--- src/sbt_pkg.sv ---
`default_nettype none
package sbt_pkg;
  // Core clock and derived one-second prescale.
  localparam int unsigned CLK_HZ = 50_000_000;
  localparam int unsigned TICK_S = 1;
  localparam int unsigned TICK_CYCLES = CLK_HZ * TICK_S;
  // Command codes.
  localparam logic [7:0] CMD_STANDBY = 8'hE2;
  localparam logic [7:0] CMD_STANDBY_ALT = 8'h96;
  // Timeout code table boundaries and special codes.
  localparam logic [7:0] CODE_OFF = 8'h00;
  localparam logic [7:0] CODE_5S_MAX = 8'hF0;
  localparam logic [7:0] CODE_30M_MAX = 8'hFB;
  localparam logic [7:0] CODE_21M = 8'hFC;
  localparam logic [7:0] CODE_8H = 8'hFD;
  localparam logic [7:0] CODE_ABORT = 8'hFE;
  localparam logic [7:0] CODE_21M15S = 8'hFF;
  // Timeout units and fixed intervals, in seconds.
  localparam int unsigned UNIT_5S = 5;
  localparam int unsigned UNIT_30M = 1800;
  localparam int unsigned FIXED_21M = 1260;
  localparam int unsigned FIXED_8H = 28800;
  localparam int unsigned FIXED_21M15S = 1275;
  localparam int unsigned SEC_W = 16;
  // Drive power states.
  typedef enum logic [1:0] {
    SBT_ACTIVE,
    SBT_SPINDOWN,
    SBT_STANDBY,
    SBT_SPINUP
  } sbt_state_e;
endpackage
`default_nettype wire

--- src/sbt_sec_timer.sv ---
`default_nettype none
// Seconds counter with a one-second prescaler.
module sbt_sec_timer
  import sbt_pkg::*;
#(
  parameter int unsigned TICK_LEN = TICK_CYCLES
) (
  input wire logic clk_i, // Core clock.
  input wire logic reset_n_i, // Synchronous reset, active low.
  input wire logic load_i, // Reload the full interval.
  input wire logic [SEC_W-1:0] secs_i, // Interval in seconds.
  input wire logic run_i, // Count while high.
  output logic expire_o // One-cycle pulse at zero.
);
  logic [25:0] pre_reg;
  logic [SEC_W-1:0] sec_reg;
  logic tick;
  // The tick fires once per second of run time only.
  assign tick = run_i && (pre_reg == 26'(TICK_LEN - 1));

  // Prescaler restarts on reload so every interval is whole seconds.
  always_ff @(posedge clk_i) begin
    if (!reset_n_i || load_i || !run_i) begin
      pre_reg <= 26'h0;
    end else if (tick) begin
      pre_reg <= 26'h0;
    end else begin
      pre_reg <= pre_reg + 26'h1;
    end
  end

  // Seconds counter; the expiry pulse is registered.
  always_ff @(posedge clk_i) begin
    if (!reset_n_i) begin
      sec_reg <= '0;
      expire_o <= 1'b0;
    end else begin
      expire_o <= 1'b0;
      if (load_i) begin
        sec_reg <= secs_i;
      end else if (tick && sec_reg != '0) begin
        sec_reg <= sec_reg - 1'b1;
        expire_o <= (sec_reg == SEC_W'(1));
      end
    end
  end
endmodule
`default_nettype wire

--- src/sbt_standby_timer.sv ---
`default_nettype none
module sbt_standby_timer
  import sbt_pkg::*;
#(
  parameter int unsigned TICK_LEN = TICK_CYCLES
) (
  input wire logic clk_i, // Core clock, 50 MHz.
  input wire logic reset_n_i, // Synchronous reset, active low.
  input wire logic cmd_valid_i, // Command strobe, one cycle.
  input wire logic [7:0] cmd_code_i, // Command register value.
  input wire logic [7:0] sect_cnt_i, // Sector Count timeout code.
  input wire logic access_i, // Host drive access pulse.
  input wire logic media_req_i, // Access needs the media.
  input wire logic epc_en_i, // Extended power conditions on.
  input wire logic spin_at_speed_i, // Spindle at operating speed.
  input wire logic spin_stopped_i, // Spindle fully stopped.
  output logic cmd_done_o, // Standby command complete pulse.
  output logic cmd_abort_o, // Standby command aborted pulse.
  output logic media_ready_o, // Media access may complete.
  output logic spin_on_o, // Spindle motor enable.
  output logic standby_o, // Drive in standby.
  output logic deep_standby_o, // Deepest standby condition.
  output logic timer_en_o, // Automatic power-down enabled.
  output logic auto_standby_o // Pulse on timer-driven standby.
);
  // Power state and the settings captured from the last accepted command.
  // The captured settings survive every state change; only a new accepted
  // command or a reset replaces them.
  sbt_state_e state_reg, state_next;
  logic [SEC_W-1:0] secs_reg;
  logic en_reg;
  logic deep_reg;

  // Decoded timeout and the intermediate values of the code table.
  logic [SEC_W-1:0] dec_secs;
  logic [SEC_W-1:0] code_w;
  logic [SEC_W-1:0] secs_5s;
  logic [SEC_W-1:0] secs_30m;
  logic code_is_off;
  logic code_in_5s;
  logic code_in_30m;
  logic code_is_21m;
  logic code_is_8h;
  logic code_is_abort;

  // Command decode and control of the seconds counter.
  logic is_standby_cmd;
  logic cmd_ok;
  logic cmd_bad;
  logic expire;
  logic load;
  logic run;
  logic go_down;
  logic media_wake;
  logic [SEC_W-1:0] load_secs;

  // Decode of the current and the next power state.
  logic in_active;
  logic next_active;
  logic next_spinup;
  logic next_spindown;
  logic next_standby;
  logic down_target_stop;

  // Next values of the registered outputs.
  logic done_next;
  logic abort_next;
  logic auto_next;
  logic spin_on_next;
  logic standby_next;
  logic deep_sel;
  logic deep_next;
  logic media_ready_next;

  // The code is widened once so that no product below is taken narrower than the
  // counter width.  The largest product, eleven half hours, still fits in
  // the counter, so the casts below never throw away a significant bit.
  assign code_w = SEC_W'(sect_cnt_i);

  // Range flags of the timeout code table.  The two stepped ranges are
  // bounded by compares; the codes above them are single special values
  // and each but 255, which takes the last arm, is matched on its own.
  assign code_is_off = (sect_cnt_i == CODE_OFF);
  assign code_in_5s = !code_is_off &&
    (sect_cnt_i <= CODE_5S_MAX);
  assign code_in_30m = (sect_cnt_i > CODE_5S_MAX) &&
    (sect_cnt_i <= CODE_30M_MAX);
  assign code_is_21m = (sect_cnt_i == CODE_21M);
  assign code_is_8h = (sect_cnt_i == CODE_8H);
  assign code_is_abort = (sect_cnt_i == CODE_ABORT);

  // Products for the two stepped ranges, cut to the counter width.
  // The half-hour range counts from the first code above the 5 s range.
  assign secs_5s = SEC_W'(code_w * UNIT_5S);
  assign secs_30m =
    SEC_W'((code_w - SEC_W'(CODE_5S_MAX)) * UNIT_30M);

  // Select the interval in seconds.  Code 254 falls to the last arm, but
  // it can never reach the stored interval because its command is
  // refused before anything is captured.
  assign dec_secs =
    code_is_off ? '0 :
    code_in_5s ? secs_5s :
    code_in_30m ? secs_30m :
    code_is_21m ? SEC_W'(FIXED_21M) :
    code_is_8h ? SEC_W'(FIXED_8H) :
    SEC_W'(FIXED_21M15S);

  // Command decode.  Both command codes mean the same thing.  Code 254
  // aborts the command and leaves every stored setting as it was; other
  // command codes are not ours and are ignored here.
  assign is_standby_cmd = cmd_valid_i &&
    (cmd_code_i == CMD_STANDBY || cmd_code_i == CMD_STANDBY_ALT);
  assign cmd_bad = is_standby_cmd && code_is_abort;
  assign cmd_ok = is_standby_cmd && !code_is_abort;

  // Store interval, enable and deep-standby choice from an accepted
  // command.  The extended power conditions input is sampled only with such a command,
  // so a later change of that level takes effect with the next command.
  always_ff @(posedge clk_i) begin
    if (!reset_n_i) begin
      secs_reg <= '0;
      en_reg <= 1'b0;
      deep_reg <= 1'b0;
    end else if (cmd_ok) begin
      secs_reg <= dec_secs;
      en_reg <= !code_is_off;
      deep_reg <= epc_en_i;
    end
  end

  // The timer counts only in the active state with the spindle at speed,
  // so the time spent spinning up never shortens the interval.  Any host
  // access reloads the whole interval, even while the drive is down, so
  // that the count starts fresh when the drive is back to idle.
  assign in_active = (state_reg == SBT_ACTIVE);
  assign run = en_reg && in_active && spin_at_speed_i;
  assign load = cmd_ok || access_i;
  assign load_secs = cmd_ok ? dec_secs : secs_reg;

  // Prescaler and seconds counter.  The expiry pulse comes one cycle
  // after the last second has been counted off.
  sbt_sec_timer #(
    .TICK_LEN(TICK_LEN)
  ) u_sec_timer (
    .clk_i(clk_i),
    .reset_n_i(reset_n_i),
    .load_i(load),
    .secs_i(load_secs),
    .run_i(run),
    .expire_o(expire)
  );

  // Reasons to go down: an accepted command, or an expiry that no access
  // in the same cycle has cancelled.  An access in that cycle wins, since
  // it reloads the interval and the drive is plainly in use.
  assign go_down = cmd_ok || (expire && !access_i);
  assign media_wake = access_i && media_req_i;

  // A stopped spindle goes straight to standby without a spin-down.
  assign down_target_stop = spin_stopped_i;

  // Power state sequencing.  A Standby command wins over a media access
  // in the same cycle and takes effect in every state, so the drive heads
  // down at once even while it is still spinning up.
  always_comb begin
    state_next = state_reg;
    unique case (state_reg)
      SBT_ACTIVE: begin
        if (go_down) begin
          state_next = down_target_stop ? SBT_STANDBY : SBT_SPINDOWN;
        end
      end
      SBT_SPINDOWN: begin
        if (cmd_ok) begin
          state_next = down_target_stop ? SBT_STANDBY : SBT_SPINDOWN;
        end else if (media_wake) begin
          state_next = SBT_SPINUP;
        end else if (spin_stopped_i) begin
          state_next = SBT_STANDBY;
        end
      end
      SBT_STANDBY: begin
        if (cmd_ok) begin
          state_next = SBT_STANDBY;
        end else if (media_wake) begin
          state_next = SBT_SPINUP;
        end
      end
      SBT_SPINUP: begin
        if (cmd_ok) begin
          state_next = down_target_stop ? SBT_STANDBY : SBT_SPINDOWN;
        end else if (spin_at_speed_i) begin
          state_next = SBT_ACTIVE;
        end
      end
    endcase
  end

  // State register; reset leaves the drive active with the timer off.
  always_ff @(posedge clk_i) begin
    if (!reset_n_i) begin
      state_reg <= SBT_ACTIVE;
    end else begin
      state_reg <= state_next;
    end
  end

  // Decode of the next state, shared by the output logic below.  The
  // outputs follow the next state so that they change on the same edge
  // as the state itself and never lag it by a cycle.
  assign next_active = (state_next == SBT_ACTIVE);
  assign next_spinup = (state_next == SBT_SPINUP);
  assign next_spindown = (state_next == SBT_SPINDOWN);
  assign next_standby = (state_next == SBT_STANDBY);

  // Command answers and the timer-driven standby pulse.
  assign done_next = cmd_ok;
  assign abort_next = cmd_bad;
  assign auto_next = expire && !access_i && in_active;

  // The motor is driven while active or spinning up and released in
  // spin-down and standby; the host side keeps working throughout.
  assign spin_on_next = next_active || next_spinup;
  assign standby_next = next_standby || next_spindown;

  // The deepest condition uses the choice of the command being taken, if
  // there is one, so that it is right from the first standby cycle.
  assign deep_sel = cmd_ok ? epc_en_i : deep_reg;
  assign deep_next = deep_sel && next_standby;

  // Media work may finish only with the spindle at operating speed.
  assign media_ready_next = next_active && spin_at_speed_i;

  // Registered outputs; the command interface is never blocked.
  always_ff @(posedge clk_i) begin
    if (!reset_n_i) begin
      cmd_done_o <= 1'b0;
      cmd_abort_o <= 1'b0;
      auto_standby_o <= 1'b0;
      spin_on_o <= 1'b1;
      standby_o <= 1'b0;
      deep_standby_o <= 1'b0;
      media_ready_o <= 1'b0;
    end else begin
      cmd_done_o <= done_next;
      cmd_abort_o <= abort_next;
      auto_standby_o <= auto_next;
      spin_on_o <= spin_on_next;
      standby_o <= standby_next;
      deep_standby_o <= deep_next;
      media_ready_o <= media_ready_next;
    end
  end

  // The enable is a plain register, so it needs no extra flip-flop here.
  // It reads high from the cycle after an accepted command with a nonzero code.
  assign timer_en_o = en_reg;
endmodule
`default_nettype wire

--- config.mk ---
export PLATFORM = sky130hd
export DESIGN_NAME = sbt_standby_timer
export DESIGN_NICKNAME = d
export VERILOG_FILES = /design/src/sbt_pkg.sv /design/src/sbt_sec_timer.sv /design/src/sbt_standby_timer.sv
export SDC_FILE = /design/constraint.sdc
export NUM_CORES = 1
export LEC_CHECK = 0
export BUFFER_PORTS_ARGS = -buffer_cell sky130_fd_sc_hd__buf_2
export CAP_MARGIN = 20
export CORE_ASPECT_RATIO = 0.75
export CORE_MARGIN = 2
export CORE_UTILIZATION = 45
export CTS_BUF_LIST = sky130_fd_sc_hd__clkbuf_4
export CTS_CLUSTER_SIZE = 8
export DETAILED_ROUTE_END_ITERATION = 10
export GPL_TIMING_DRIVEN = 0
export PLACE_DENSITY = 0.68
export SLEW_MARGIN = 40
export SYNTH_ARGS = -nofsm -noshare
export SYNTH_HDL_FRONTEND = slang
export SYNTH_HIERARCHICAL = 1
export SYNTH_SLANG_ARGS = --single-unit
--- constraint.sdc ---
create_clock -name clk_i -period 4 [get_ports clk_i]
set_input_delay 0.4 -clock clk_i [delete_from_list [all_inputs] [get_ports clk_i]]
set_output_delay 0.4 -clock clk_i [all_outputs]
set_load 0.005 [all_outputs]
==> results.toml <==
[timing]
drv_slew = 0
period_minus_slack_ps = 3750
fin_crit_sh_pct = 93.7
setup_viol = 0
slew_headroom_pct = 47.0
fmax_mhz = 267
fin_ws_ps = 250
worst_pin_slew_ps = 787
finalHoldViolations = 0
rsz0062_at_grt = "no"
fin_worst_skew_ps = 19.9

[floorplanning]
dieArea_um2 = 11600
rows = 32
die_w_um = 123
die_y_um = 93.6
core_um2 = 10400
initial_core_util_pct = 46.5
io_pins = 32

[cts]
clock_tree.root_cell = "clkbuf_4"
clockBufferDepth = 2
worstSkewPairLatency_ps = 430
cts_tree = "done"
cts_buffers = 9
post_cts_resized = 0
htree_levels = 3
cts_setup_buffers = 0
cts_hold_buf = 0
clkTransAtPathRegs_ps = 120
clock_sinks = 70

[placement]
globalplace.congestion = 0.892
dpl_cell_area_um2 = 5140
hpwl_um = 8780
post-place-ws_ps = -138
portBuffers = 31
dp_cells = 730

[detailed_routing]
drt-pass1-iter-count = 5
finalWirelength_um = 11400
wire_per_inst_um = 15.2
drt_iter0_drc = 420
via_per_inst = 5.60
drc_errors = 0
postRouteAntennaNets = 0
vias = 4181

[yosys]
synth_nets = 641
ys_ff_latch = 70
synth_flop_cell = "dfxtp_1"
yosysSeqAreaShare_pct = 29.1
synth_top_area_share_pct = 29.1
netlist_instances = 563
synth_area_um2 = 4820
yosysUniqueCellTypes = 68
syn-mean-instance-area_um2 = 8.56
synthTopCellsByArea = "dfxtp_1, ha_1, xnor2_1"
synth_area_leader_cell = "dfxtp_1"
ys_warn_count = 6
synth_edf_count = 0
async_reset_ff_share_pct = 0

[setup_path]
end_kind = "register"
path_max_fanout = 7
critPathArrivalTime_ps = 4120
reg2regPathDepth = 10
crit_path_end = "u_sec_timer/sec_reg[14]"
r2r-end = "u_sec_timer/pre_reg[7]"
r2r_slack_ps = 1130
criticalPathCategory = "in -> reg"
crit_path_start = "sect_cnt_i[2]"
crit_required_ps = 4370
r2r-start = "state_reg[1]"
cp-start-kind = "input pin"

[cells_and_area]
drive_gt1_share_pct = 13.9
instances_no_fill = 747
largest_reg_flops = 26
final_nets = 683
finalInstanceArea_um2 = 5300
area_growth_pct = 10.1
final_common_cell = "dfxtp_1"
layout_common_cells = "dfxtp_1, nor2_1, ha_1"

[pwr]
leakage_uw = 0.00214
peakVddDrop_mv = 0.132
powerDensity_nw_per_um2 = 327

[hold_path]
hold_path.class = "in -> reg"
min_from = "epc_en_i"

[run_status]
run_status = "completed"

[global_route]
grt_max_degree = 12
antenna_found_initial = 1
grt_pass1_vias = 3976
track_usage_pct = 21.3
gr-total-overflow = 0
grt_pass1_wl_um = 19200

[run]
maxCapViolations = 0
layer usage:
layer	track usage (%)	up-vias	wire length [um]	part of all wire (%)
met5	0	-	0	0
met4	4.26	0	115	1.0
met3	5.37	12	797	7.0
met2	30.0	120	4390	39
met1	32.4	1941	6050	53
li1	-	2108	-	-
how the worst min path moves through the flow:
stage	to	cells past startpoint
after floorplan	u_sec_timer/pre_reg[0]	1
after global routing	deep_reg	3
after CTS	media_ready_o	2
final	deep_reg	3
after global placement	u_sec_timer/pre_reg[0]	1
after detailed placement	u_sec_timer/pre_reg[0]	1
cell families (layout without fill, tap and decap cells):
| kind of cell | count (synthesis) | after routing | synth area share (%) |
|---|---|---|---|
| AOI/OAI and AO/OA | 112 | 112 | 15.3 |
| xor gates and xnor gates | 42 | 42 | 7.64 |
| adders and majority gates | 54 | 54 | 15.4 |
| buffers and inverters | 61 | 108 | 5.87 |
| DFF | 70 | 70 | 29.1 |
| muxes | 2 | 2 | 0.416 |
| other | 0 | 1 | 0 |
| and+or+nand+nor | 222 | 222 | 26.2 |
Yosys cell counts, drive strengths merged, types with 3 or more instances:
| cell type | instances |
|---|---|
| a211oi | 3 |
| a21o | 3 |
| a21oi | 18 |
| a22o | 5 |
| a31oi | 10 |
| a32o | 4 |
| and2 | 16 |
| and3 | 15 |
| and4 | 5 |
| buf | 14 |
| clkbuf | 11 |
| dfxtp | 70 |
| fa | 9 |
| ha | 45 |
| inv | 36 |
| nand2 | 30 |
| nand2b | 7 |
| nand3 | 22 |
| nand4 | 11 |
| nand4b | 4 |
| nor2 | 48 |
| nor2b | 4 |
| nor3 | 16 |
| nor3b | 5 |
| nor4 | 11 |
| nor4b | 3 |
| nor4bb | 3 |
| o211ai | 3 |
| o21ai | 40 |
| o31ai | 8 |
| or2 | 5 |
| or3 | 7 |
| or4 | 6 |
| xnor2 | 30 |
| xor2 | 12 |
worst max-delay path: stages:
cell	delay [ps]
buf_2	230
inv_1	140
fa_1	510
inv_1	40
ha_1	300
fa_1	460
ha_1	310
inv_1	60
fa_1	460
nor2b_1	110
o21ai_0	90
nor3b_1	150
o31ai_2	330
a32o_1	240
o21ai_0	120
a31oi_1	160
layout make-up:
class	count	area, um2
antenna	1	2.50
buffer	25	148
clock buffer	11	82.6
clock inverter	5	73.8
fill	1002	5070
inverter	36	135
multi-input combinational	432	3130
sequential	70	1400
tap	136	170
timing repair buffer	31	155
power by group:
part / total [uW] / switching [uW] / leakage, uW / internal (uW)
clock network: 510 / 246 / 0.0000883 / 264
registers: 714 / 9.64 / 0.000566 / 705
logic: 509 / 287 / 0.00149 / 222
total: 1730 / 542 / 0.00214 / 1190
per-stage QoR:
stage	total power [uW]	setup TNS [ps]	hold WS (ps)	utilization [%]
after detailed placement	1230	-198	432	49.6
after global placement	1220	-164	424	49.6
final	1730	0	248	51.1
after global routing	1850	0	234	51.1
after CTS	1740	0	227	51.1
after floorplan	1100	0	413	-
(Power assumes the default switching activity.)
